**config.mk**
```make
export PLATFORM = sky130hd
export DESIGN_NAME = lfd_core
export DESIGN_NICKNAME = d
export VERILOG_FILES = /design/src/pkg/lfd_pkg.sv /design/src/pkg/lfd_reg_if.sv /design/src/core/lfd_ahb_slave.sv /design/src/core/lfd_core.sv /design/src/core/lfd_sync.sv
export SDC_FILE = /design/constraint.sdc
export NUM_CORES = 1
export LEC_CHECK = 0
export BUFFER_PORTS_ARGS = -buffer_cell sky130_fd_sc_hd__buf_4
export CORE_ASPECT_RATIO = 0.75
export CORE_UTILIZATION = 32
export CTS_CLUSTER_DIAMETER = 100
export DETAILED_ROUTE_END_ITERATION = 16
export GPL_ROUTABILITY_DRIVEN = 0
export SLEW_MARGIN = 40
export SYNTH_ARGS = -nofsm -noshare
export SYNTH_HDL_FRONTEND = slang
export SYNTH_SLANG_ARGS = --single-unit
```
**constraint.sdc**
```tcl
create_clock -name hclk -period 5.7 [get_ports hclk]
set_input_delay 0.855 -clock hclk [delete_from_list [all_inputs] [get_ports hclk]]
set_output_delay 0.855 -clock hclk [all_outputs]
set_load 0.03 [all_outputs]
```
**src/pkg/lfd_pkg.sv**
```systemverilog
// package: constants, register map and state types of the led fault block
// assumes: one hclk domain, registers reached over an AHB-Lite slave
package lfd_pkg;
  localparam int          NCH            = 16;
  localparam int          ADDR_W         = 8;
  localparam int          DATA_W         = 32;
  // register byte offsets
  localparam logic [7:0]  OFS_CTRL       = 8'h00;
  localparam logic [7:0]  OFS_STATUS     = 8'h04;
  localparam logic [7:0]  OFS_FAULT_HI   = 8'h08;
  localparam logic [7:0]  OFS_OPEN_SHORT = 8'h0C;
  localparam logic [7:0]  OFS_LEAK       = 8'h10;
  // control fields
  localparam int          CTL_ICM_BIT    = 0;
  localparam int          CTL_LVL_LSB    = 1;
  localparam int          CTL_CAP_LSB    = 4;
  localparam int          CTL_PSEL_LSB   = 6;
  localparam logic [7:0]  CTRL_RESET     = 8'h00;
  // readout bits 159:128 land in the fault word; flags at 151..149
  localparam int          FLT_OVERHEAT   = 151 - 128;
  localparam int          FLT_WARN       = 150 - 128;
  localparam int          FLT_REF_SHORT  = 149 - 128;
  // pwm count clock edges from period start to capture
  localparam logic [7:0]  CAP_EDGES_00   = 8'h02;
  localparam logic [7:0]  CAP_EDGES_01   = 8'h21;
  localparam logic [7:0]  CAP_EDGES_10   = 8'h41;
  localparam logic [7:0]  CAP_EDGES_11   = 8'h81;
  localparam logic [1:0]  PSEL_OFF       = 2'h0;
  localparam logic [1:0]  PSEL_WAKE_SCLK = 2'h1;
  localparam logic [1:0]  PSEL_SLEEP_2   = 2'h2;
  localparam logic [1:0]  HTRANS_NONSEQ  = 2'h2;
  localparam logic [1:0]  HTRANS_SEQ     = 2'h3;

  typedef enum logic [2:0] {
    PWR_RUN    = 3'b001,
    PWR_SAVE   = 3'b010,
    PWR_RESUME = 3'b100
  } lfd_pwr_e;

  typedef enum logic [1:0] {
    CHK_IDLE  = 2'b01,
    CHK_PULSE = 2'b10
  } lfd_chk_e;
endpackage : lfd_pkg

```
**src/pkg/lfd_reg_if.sv**
```systemverilog
// interface: register access between the bus slave and the core
// assumes: all signals on hclk
`timescale 1ns/100ps
interface lfd_reg_if;
  import lfd_pkg::*;
  logic [ADDR_W-1:0] rd_addr;
  logic [DATA_W-1:0] rd_data;
  logic              wr_en;
  logic [ADDR_W-1:0] wr_addr;
  logic [DATA_W-1:0] wr_data;
  modport bus  (output rd_addr, input rd_data, output wr_en, output wr_addr, output wr_data);
  modport core (input rd_addr, output rd_data, input wr_en, input wr_addr, input wr_data);
endinterface : lfd_reg_if

```
**src/core/lfd_ahb_slave.sv**
```systemverilog
// module: zero-wait AHB-Lite slave, single word transfers, always OKAY
// assumes: sole slave, hready is its own hreadyout
`timescale 1ns/100ps
module lfd_ahb_slave (
  input  wire logic                 hclk,
  input  wire logic                 hresetn,
  input  wire logic                 hsel,
  input  wire logic [31:0]          haddr,
  input  wire logic [1:0]           htrans,
  input  wire logic                 hwrite,
  input  wire logic [2:0]           hsize,
  input  wire logic                 hready,
  input  wire logic [31:0]          hwdata,
  output logic      [31:0]          hrdata,
  output logic                      hreadyout,
  output logic                      hresp,
  lfd_reg_if.bus                    regs
);
  import lfd_pkg::*;
  logic              wr_pend;
  logic [ADDR_W-1:0] wr_addr_q;
  logic              next_wr_pend;
  logic [ADDR_W-1:0] next_wr_addr;
  logic [31:0]       next_hrdata;
  logic              accept;

  always_comb begin
    accept       = hsel && hready && (htrans == HTRANS_NONSEQ || htrans == HTRANS_SEQ);
    next_wr_pend = accept && hwrite;
    next_wr_addr = accept ? haddr[ADDR_W-1:0] : wr_addr_q;
    next_hrdata  = (accept && !hwrite) ? regs.rd_data : hrdata;
  end

  // read data is sampled in the address phase so it stands from a flop
  assign regs.rd_addr = haddr[ADDR_W-1:0];
  assign regs.wr_en   = wr_pend;
  assign regs.wr_addr = wr_addr_q;
  assign regs.wr_data = hwdata;
  assign hreadyout    = 1'b1;
  assign hresp        = 1'b0;

  always_ff @(posedge hclk or negedge hresetn) begin
    if (!hresetn) begin
      wr_pend   <= 1'b0;
      wr_addr_q <= '0;
      hrdata    <= 32'h0000_0000;
    end else begin
      wr_pend   <= next_wr_pend;
      wr_addr_q <= next_wr_addr;
      hrdata    <= next_hrdata;
    end
  end
endmodule : lfd_ahb_slave

```
**src/core/lfd_core.sv**
```systemverilog
// module: led driver fault check, thermal, reference short and power save
// assumes: pwm counter, shift framing and comparators live outside;
// pwm_on, period_first, pwm_data_load, pwm_latch_zero are on hclk
`timescale 1ns/100ps
module lfd_core (
  input  wire logic                 hclk,
  input  wire logic                 hresetn,
  input  wire logic                 hsel,
  input  wire logic [31:0]          haddr,
  input  wire logic [1:0]           htrans,
  input  wire logic                 hwrite,
  input  wire logic [2:0]           hsize,
  input  wire logic                 hready,
  input  wire logic [31:0]          hwdata,
  output logic      [31:0]          hrdata,
  output logic                      hreadyout,
  output logic                      hresp,
  input  wire logic                 pwm_count_clock,
  input  wire logic                 shift_clock,
  input  wire logic                 load_strobe,
  input  wire logic                 pwm_data_load,
  input  wire logic                 pwm_latch_zero,
  input  wire logic                 period_first,
  input  wire logic                 blank,
  input  wire logic [lfd_pkg::NCH-1:0] pwm_on,
  input  wire logic [lfd_pkg::NCH-1:0] open_cmp,
  input  wire logic [lfd_pkg::NCH-1:0] short_cmp,
  input  wire logic [lfd_pkg::NCH-1:0] leak_cmp,
  input  wire logic                 ref_short_det,
  input  wire logic                 heat_warn_det,
  input  wire logic                 heat_cutoff,
  output logic      [lfd_pkg::NCH-1:0] output_channel,
  output logic                      check_sink_on,
  output logic      [2:0]           check_sink_current_level,
  output logic                      power_save_state,
  output logic                      overheat_error_flag,
  output logic                      heat_warning_flag,
  output logic                      ref_pin_short_flag
);
  import lfd_pkg::*;

  lfd_reg_if regs ();

  lfd_ahb_slave u_bus (
    .hclk      (hclk),
    .hresetn   (hresetn),
    .hsel      (hsel),
    .haddr     (haddr),
    .htrans    (htrans),
    .hwrite    (hwrite),
    .hsize     (hsize),
    .hready    (hready),
    .hwdata    (hwdata),
    .hrdata    (hrdata),
    .hreadyout (hreadyout),
    .hresp     (hresp),
    .regs      (regs)
  );

  // pins: pwm count clock, shift clock, load strobe
  logic [2:0] pin_lvl;
  logic [2:0] pin_rise;
  lfd_sync #(.W(3)) u_pin_sync (
    .clk   (hclk),
    .rst_n (hresetn),
    .din   ({load_strobe, shift_clock, pwm_count_clock}),
    .level (pin_lvl),
    .rise  (pin_rise)
  );

  logic [3*NCH+2:0] ana_lvl;
  lfd_sync #(.W(3*NCH+3)) u_ana_sync (
    .clk   (hclk),
    .rst_n (hresetn),
    .din   ({heat_cutoff, heat_warn_det, ref_short_det, leak_cmp, short_cmp, open_cmp}),
    .level (ana_lvl),
    .rise  ()
  );

  logic [NCH-1:0] open_lvl;
  logic [NCH-1:0] short_lvl;
  logic [NCH-1:0] leak_lvl;
  logic           ref_lvl;
  logic           warn_lvl;
  logic           cutoff_lvl;
  logic           pwm_edge;
  logic           sclk_edge;
  logic           gs_lat;
  logic           first_edge;

  assign open_lvl   = ana_lvl[NCH-1:0];
  assign short_lvl  = ana_lvl[2*NCH-1:NCH];
  assign leak_lvl   = ana_lvl[3*NCH-1:2*NCH];
  assign ref_lvl    = ana_lvl[3*NCH];
  assign warn_lvl   = ana_lvl[3*NCH+1];
  assign cutoff_lvl = ana_lvl[3*NCH+2];
  assign pwm_edge   = pin_rise[0];
  assign sclk_edge  = pin_rise[1];
  assign gs_lat     = pin_rise[2] && pwm_data_load;
  assign first_edge = pwm_edge && period_first;

  // state
  logic           ctrl_icm;
  logic [1:0]     ctrl_cap;
  logic [1:0]     ctrl_psel;
  lfd_pwr_e       pwr;
  lfd_chk_e       chk;
  logic [7:0]     edge_cnt;
  logic           heat_off;
  logic [NCH-1:0] open_fault_flag;
  logic [NCH-1:0] short_fault_flag;
  logic [NCH-1:0] leak_fault_flag;

  logic           next_ctrl_icm;
  logic [2:0]     next_ctrl_lvl;
  logic [1:0]     next_ctrl_cap;
  logic [1:0]     next_ctrl_psel;
  lfd_pwr_e       next_pwr;
  lfd_chk_e       next_chk;
  logic [7:0]     next_edge_cnt;
  logic [7:0]     cap_edges;
  logic           capture_now;
  logic           ps_enabled;
  logic           next_heat_off;
  logic           next_overheat;
  logic           next_warn;
  logic           next_ref;
  logic           forced_off;
  logic [NCH-1:0] next_open;
  logic [NCH-1:0] next_short;
  logic [NCH-1:0] next_leak;
  logic [NCH-1:0] next_channel;
  logic [31:0]    rd_mux;

  // control register write
  always_comb begin
    next_ctrl_icm  = ctrl_icm;
    next_ctrl_lvl  = check_sink_current_level;
    next_ctrl_cap  = ctrl_cap;
    next_ctrl_psel = ctrl_psel;
    if (regs.wr_en && regs.wr_addr == OFS_CTRL) begin
      next_ctrl_icm  = regs.wr_data[CTL_ICM_BIT];
      next_ctrl_lvl  = regs.wr_data[CTL_LVL_LSB +: 3];
      next_ctrl_cap  = regs.wr_data[CTL_CAP_LSB +: 2];
      next_ctrl_psel = regs.wr_data[CTL_PSEL_LSB +: 2];
    end
  end

  // power save sequencing
  always_comb begin
    ps_enabled = (ctrl_psel != PSEL_OFF);
    next_pwr   = pwr;
    case (pwr)
      PWR_RUN: begin
        if (ps_enabled && (ctrl_psel == PSEL_WAKE_SCLK || ctrl_psel == PSEL_SLEEP_2)
            && gs_lat && pwm_latch_zero) begin
          next_pwr = PWR_SAVE;
        end
      end
      PWR_SAVE: begin
        if ((ctrl_psel == PSEL_WAKE_SCLK && sclk_edge) || !ps_enabled) begin
          next_pwr = PWR_RESUME;
        end
      end
      PWR_RESUME: begin
        if (first_edge) begin
          next_pwr = PWR_RUN;
        end
      end
      default: next_pwr = PWR_RUN;
    endcase
  end

  // period edge count and capture point
  always_comb begin
    case (ctrl_cap)
      2'h0:    cap_edges = CAP_EDGES_00;
      2'h1:    cap_edges = CAP_EDGES_01;
      2'h2:    cap_edges = CAP_EDGES_10;
      default: cap_edges = CAP_EDGES_11;
    endcase
    next_edge_cnt = edge_cnt;
    if (first_edge) begin
      next_edge_cnt = 8'h01;
    end else if (pwm_edge && edge_cnt != 8'hFF) begin
      next_edge_cnt = edge_cnt + 8'h01;
    end
    capture_now = pwm_edge && (next_edge_cnt == cap_edges);
  end

  // invisible check pulse
  always_comb begin
    next_chk = chk;
    case (chk)
      CHK_IDLE: begin
        if (ctrl_icm && pwr == PWR_RUN && next_pwr == PWR_RUN && first_edge) begin
          next_chk = CHK_PULSE;
        end
      end
      CHK_PULSE: begin
        if (capture_now || !ctrl_icm || next_pwr != PWR_RUN) begin
          next_chk = CHK_IDLE;
        end
      end
      default: next_chk = CHK_IDLE;
    endcase
  end

  // fault capture, thermal and reference short
  always_comb begin
    next_open  = open_fault_flag;
    next_short = short_fault_flag;
    if (capture_now) begin
      next_open  = open_lvl & (pwm_on | {NCH{chk == CHK_PULSE}});
      next_short = short_lvl & (pwm_on | {NCH{chk == CHK_PULSE}});
    end
    next_leak = leak_lvl & ~pwm_on & {NCH{~ctrl_icm}};
    next_ref  = ref_lvl;
    next_warn = warn_lvl ? 1'b1 : (gs_lat ? 1'b0 : heat_warning_flag);
    next_overheat = cutoff_lvl ? 1'b1 : (gs_lat ? 1'b0 : overheat_error_flag);
    next_heat_off = heat_off;
    if (cutoff_lvl) begin
      next_heat_off = 1'b1;
    end else if (heat_off && pwm_edge && !blank) begin
      next_heat_off = 1'b0;
    end
    forced_off   = next_ref || next_heat_off || next_pwr != PWR_RUN;
    next_channel = pwm_on & {NCH{~forced_off}};
  end

  // register read mux
  always_comb begin
    rd_mux = 32'h0000_0000;
    case (regs.rd_addr)
      OFS_CTRL: begin
        rd_mux[CTL_ICM_BIT]       = ctrl_icm;
        rd_mux[CTL_LVL_LSB +: 3]  = check_sink_current_level;
        rd_mux[CTL_CAP_LSB +: 2]  = ctrl_cap;
        rd_mux[CTL_PSEL_LSB +: 2] = ctrl_psel;
      end
      OFS_STATUS: rd_mux[3:0] = {heat_off, check_sink_on, pwr == PWR_RESUME, power_save_state};
      OFS_FAULT_HI: begin
        rd_mux[FLT_OVERHEAT]  = overheat_error_flag;
        rd_mux[FLT_WARN]      = heat_warning_flag;
        rd_mux[FLT_REF_SHORT] = ref_pin_short_flag;
      end
      OFS_OPEN_SHORT: rd_mux = {short_fault_flag, open_fault_flag};
      OFS_LEAK: rd_mux[NCH-1:0] = leak_fault_flag;
      default: rd_mux = 32'h0000_0000;
    endcase
  end
  assign regs.rd_data = rd_mux;

  always_ff @(posedge hclk or negedge hresetn) begin
    if (!hresetn) begin
      ctrl_icm                 <= CTRL_RESET[CTL_ICM_BIT];
      check_sink_current_level <= CTRL_RESET[CTL_LVL_LSB +: 3];
      ctrl_cap                 <= CTRL_RESET[CTL_CAP_LSB +: 2];
      ctrl_psel                <= CTRL_RESET[CTL_PSEL_LSB +: 2];
      pwr                      <= PWR_RUN;
      chk                      <= CHK_IDLE;
      edge_cnt                 <= 8'h00;
      heat_off                 <= 1'b0;
      open_fault_flag          <= '0;
      short_fault_flag         <= '0;
      leak_fault_flag          <= '0;
      ref_pin_short_flag       <= 1'b0;
      heat_warning_flag        <= 1'b0;
      overheat_error_flag      <= 1'b0;
      output_channel           <= '0;
      check_sink_on            <= 1'b0;
      power_save_state         <= 1'b0;
    end else begin
      ctrl_icm                 <= next_ctrl_icm;
      check_sink_current_level <= next_ctrl_lvl;
      ctrl_cap                 <= next_ctrl_cap;
      ctrl_psel                <= next_ctrl_psel;
      pwr                      <= next_pwr;
      chk                      <= next_chk;
      edge_cnt                 <= next_edge_cnt;
      heat_off                 <= next_heat_off;
      open_fault_flag          <= next_open;
      short_fault_flag         <= next_short;
      leak_fault_flag          <= next_leak;
      ref_pin_short_flag       <= next_ref;
      heat_warning_flag        <= next_warn;
      overheat_error_flag      <= next_overheat;
      output_channel           <= next_channel;
      check_sink_on            <= (next_chk == CHK_PULSE);
      power_save_state         <= (next_pwr == PWR_SAVE);
    end
  end
endmodule : lfd_core

```
**src/core/lfd_sync.sv**
```systemverilog
// module: three-flop synchroniser with agreement filter and rise pulse
// assumes: din is asynchronous to clk
`timescale 1ns/100ps
module lfd_sync #(
  parameter int W = 1
) (
  input  wire logic         clk,
  input  wire logic         rst_n,
  input  wire logic [W-1:0] din,
  output logic      [W-1:0] level,
  output logic      [W-1:0] rise
);
  logic [W-1:0] ff1;
  logic [W-1:0] ff2;
  logic [W-1:0] ff3;
  logic [W-1:0] next_level;
  logic [W-1:0] next_rise;

  // a change counts once ff2 and ff3 agree
  always_comb begin
    next_level = (ff2 & ff3) | (level & (ff2 | ff3));
    next_rise  = next_level & ~level;
  end

  always_ff @(posedge clk or negedge rst_n) begin
    if (!rst_n) begin
      ff1   <= '0;
      ff2   <= '0;
      ff3   <= '0;
      level <= '0;
      rise  <= '0;
    end else begin
      ff1   <= din;
      ff2   <= ff1;
      ff3   <= ff2;
      level <= next_level;
      rise  <= next_rise;
    end
  end
endmodule : lfd_sync

```
==> reports/metrics.cfg <==
[logic_synthesis]
synth_top_area_share_pct = 72.6
syn-cell-area_um2 = 12000
synthArstFlopShare_pct = 100
synth_edf_count = 0
synth_cell_type_count = 56
ys_seq_area_share_pct = 73.1
avgSynthCellArea_um2 = 14.4
synth-main-ff-cell = dfrtp_1
yosysTopAreaCell = dfrtp_1
synthCells = 836
yosysWarnings = 0
synth_area_leaders = dfrtp_1 (73%), maj3_1 (4.5%), o21ai_0 (2.8%), o31ai_1 (2.2%), mux2i_1 (1.8%)
ys_ff_latch = 351
syn_nets = 989

[worst_hold_path]
hold_path_class = in -> async

[timing]
hold_viol = 0
rsz0062_at_grt = false
period_needed_ns = 3.18
finalCritPeriodShare_pct = 55.8
slew-limit-headroom_pct = 47.8
tightest_slew_ns = 0.772
finalSetupViolCount = 0
slew_violations = 0
clock.fmax_ghz = 0.314
final.setup.tns_ns = 0
finalClockSkew_ns = 0.0141

[final_layout]
diodes = 0
area_delta_synth_final_pct = 24.2
nNetsFinal = 1150
final_cells = 1525
drive_gt1_share_pct = 24.3
fillers = 3467
utilization_pct = 40.3

[setup_path]
cp-start-kind = flip-flop
r2r_slack_ns = 2.52
crit_fanout = 41
r2r-start = edge_cnt[0]$_DFF_PN0_
endpoint_kind = flip-flop
ff2ff_path_depth = 9
reg2reg_to = short_fault_flag[9]$_DFFE_PN0P_
worstSetupPathType = reg -> reg
worstPathArrival_ns = 3.61
required_ns = 6.13

[pwr]
power_leakage_nw = 6.68
power_mw = 5.82
vdd_drop_max_uv = 184
p_per_area_nw_per_um2 = 390

[global_routing]
gr-total-overflow = 0
grt_max_degree = 131
antenna_found_initial = 1
grt_pass1_vias = 6766
grt.total_usage_pct = 14.1
grt_pass1_wl_um = 40700

[clock_network]
cts_setup_buffers = 0
cts_tree = done
clkTransAtPathRegs_ns = 0.06
post_cts_resized = 0
root_buffer = clkbuf_16
htree_levels = 2
cts_made_buffers = 36
insertion_delay_ns = 0.52
cts.sinks = 351
clock_path_buffers = 3
cts_hold_buf = 0

[drt]
drcViolationCount = 0
wl_per_cell_um = 17.5
viasPerCell = 4.53
vias = 6904
dr.pass1.iters = 5
wl_um = 26700
ant_nets = 0
drt_iter0_markers = 323

[floorplan]
coreArea_um2 = 37000
die_y_um = 170
pin_count = 206
die_x_um = 226
rows = 61
die-area_um2 = 38400
start_util_pct = 32.5

[job]
cap_violations = 0

[status]
status = finished clean

[place]
placed_cells = 1462
dp_hpwl_um = 18200
port_buffers = 151

[how the worst max path moves through the flow]
stage,startpoint,slack [ns],end
finish,edge_cnt[0]$_DFF_PN0_,2.52,short_fault_flag[9]$_DFFE_PN0P_
global route,edge_cnt[0]$_DFF_PN0_,2.30,short_fault_flag[9]$_DFFE_PN0P_
CTS,edge_cnt[0]$_DFF_PN0_,2.53,short_fault_flag[9]$_DFFE_PN0P_
detailed placement,period_first,2.53,short_fault_flag[9]$_DFFE_PN0P_
global placement,period_first,2.57,short_fault_flag[0]$_DFFE_PN0P_
floorplan,edge_cnt[1]$_DFF_PN0_,3.08,short_fault_flag[10]$_DFFE_PN0P_
[flip-flops by register name (all words and copies together) (netlist names), 3 cells and up]
register                  count
u_ana_sync.ff2               51
u_ana_sync.level             51
edge_cnt                      8
u_pin_sync.level              3
u_bus.regs.wr_addr            8
output_channel               16
u_pin_sync.ff1                3
u_pin_sync.ff3                3
open_fault_flag              16
u_bus.hrdata                 32
check_sink_current_level      3
u_ana_sync.ff3               51
u_pin_sync.ff2                3
u_pin_sync.rise               3
pwr                           3
leak_fault_flag              16
u_ana_sync.ff1               51
short_fault_flag             16
[per-stage QoR]
| stage | setup WS [ns] | instance area [µm²] | hold slack (ns) |
|---|---|---|---|
| detailed placement | 2.53 | 13700 | 0.335 |
| finish | 2.52 | 14900 | 0.259 |
| global placement | 2.57 | 13700 | 0.334 |
| CTS | 2.53 | 14900 | 0.347 |
| floorplan | 3.08 | 12000 | 0.331 |
| global route | 2.30 | 14900 | 0.269 |
[power by group]
| part | internal, mW | switching, mW |
|---|---|---|
| clock | 1.47 | 0.945 |
| combinational | 0.230 | 0.299 |
| sequential | 2.72 | 0.151 |
[metal layers]
metal	wire [µm]	vias to the layer above	global-route usage, %	share of wire [%]
met3	1450	52	3.33	5.4
li1	-	3229	-	-
met4	739	2	5.00	2.8
met5	9	-	0	0.034
met2	10800	169	19.1	40
met1	13700	3452	21.8	51
[cells in the final DEF (no fill, tap or decap), types with 3 or more instances in the layout]
cell type	netlist	final
nor3_1	5	5
clkbuf_1	22	6
and3_1	6	6
a22oi_1	5	5
o31ai_1	35	35
bufinv_16	0	5
buf_4	3	156
dfrtp_1	349	348
mux2i_1	22	22
a21o_1	4	4
o21ai_0	68	68
nand2b_1	8	7
clkbuf_16	0	36
nor2_1	42	40
a221oi_1	9	9
a31oi_1	6	6
nand2_1	41	41
clkinv_2	0	4
mux2_2	15	15
ha_1	5	5
and4_1	3	3
clkbuf_8	0	6
nor2b_1	5	5
nor3b_1	21	20
a21oi_1	15	15
maj3_1	54	54
nand3_1	4	4
inv_1	24	24
and2_1	20	20
[cell families after synthesis]
| logic type | share of synthesized area, % |
|---|---|
| muxes | 3.42 |
| other | 0.0624 |
| DFF | 73.1 |
| xor gates and xnor gates | 0.0728 |
| adders and majority gates | 5.01 |
| AOI/OAI and AO/OA | 8.67 |
| buffers and inverters | 2.50 |
| and+or+nand+nor | 7.21 |
[cell type report]
class	instances	area (µm²)	share of cell area [%]
multi-input combinational	424	2950	19.8
clock inverter	14	223	1.49
inverter	24	90.1	0.603
tap	504	631	4.22
sequential	351	8790	58.8
timing repair buffer	160	1240	8.34
clock buffer	48	1010	6.74
[Yosys cell counts, drive strengths merged (6+ instances only)]
cell type / count
o21ai: 70
clkbuf: 23
nor2: 43
mux2: 15
a31oi: 6
and3: 6
nor3b: 21
a221oi: 9
nand2: 41
inv: 24
nand2b: 8
buf: 14
mux2i: 22
and2: 21
maj3: 54
dfrtp: 349
a21oi: 17
o31ai: 35
[worst max-delay path, stage by stage, from the launching register on]
cell and delay, ns:
dfrtp_1 0.48, ha_1 0.36, and4_1 0.21, a21oi_1 0.16, o31ai_1 0.08, or3_1 0.39
or4_1 0.52, buf_4 0.29, nor2_8 0.33, mux2i_1 0.24
No activity file was read; power rests on OpenSTA's default activity.
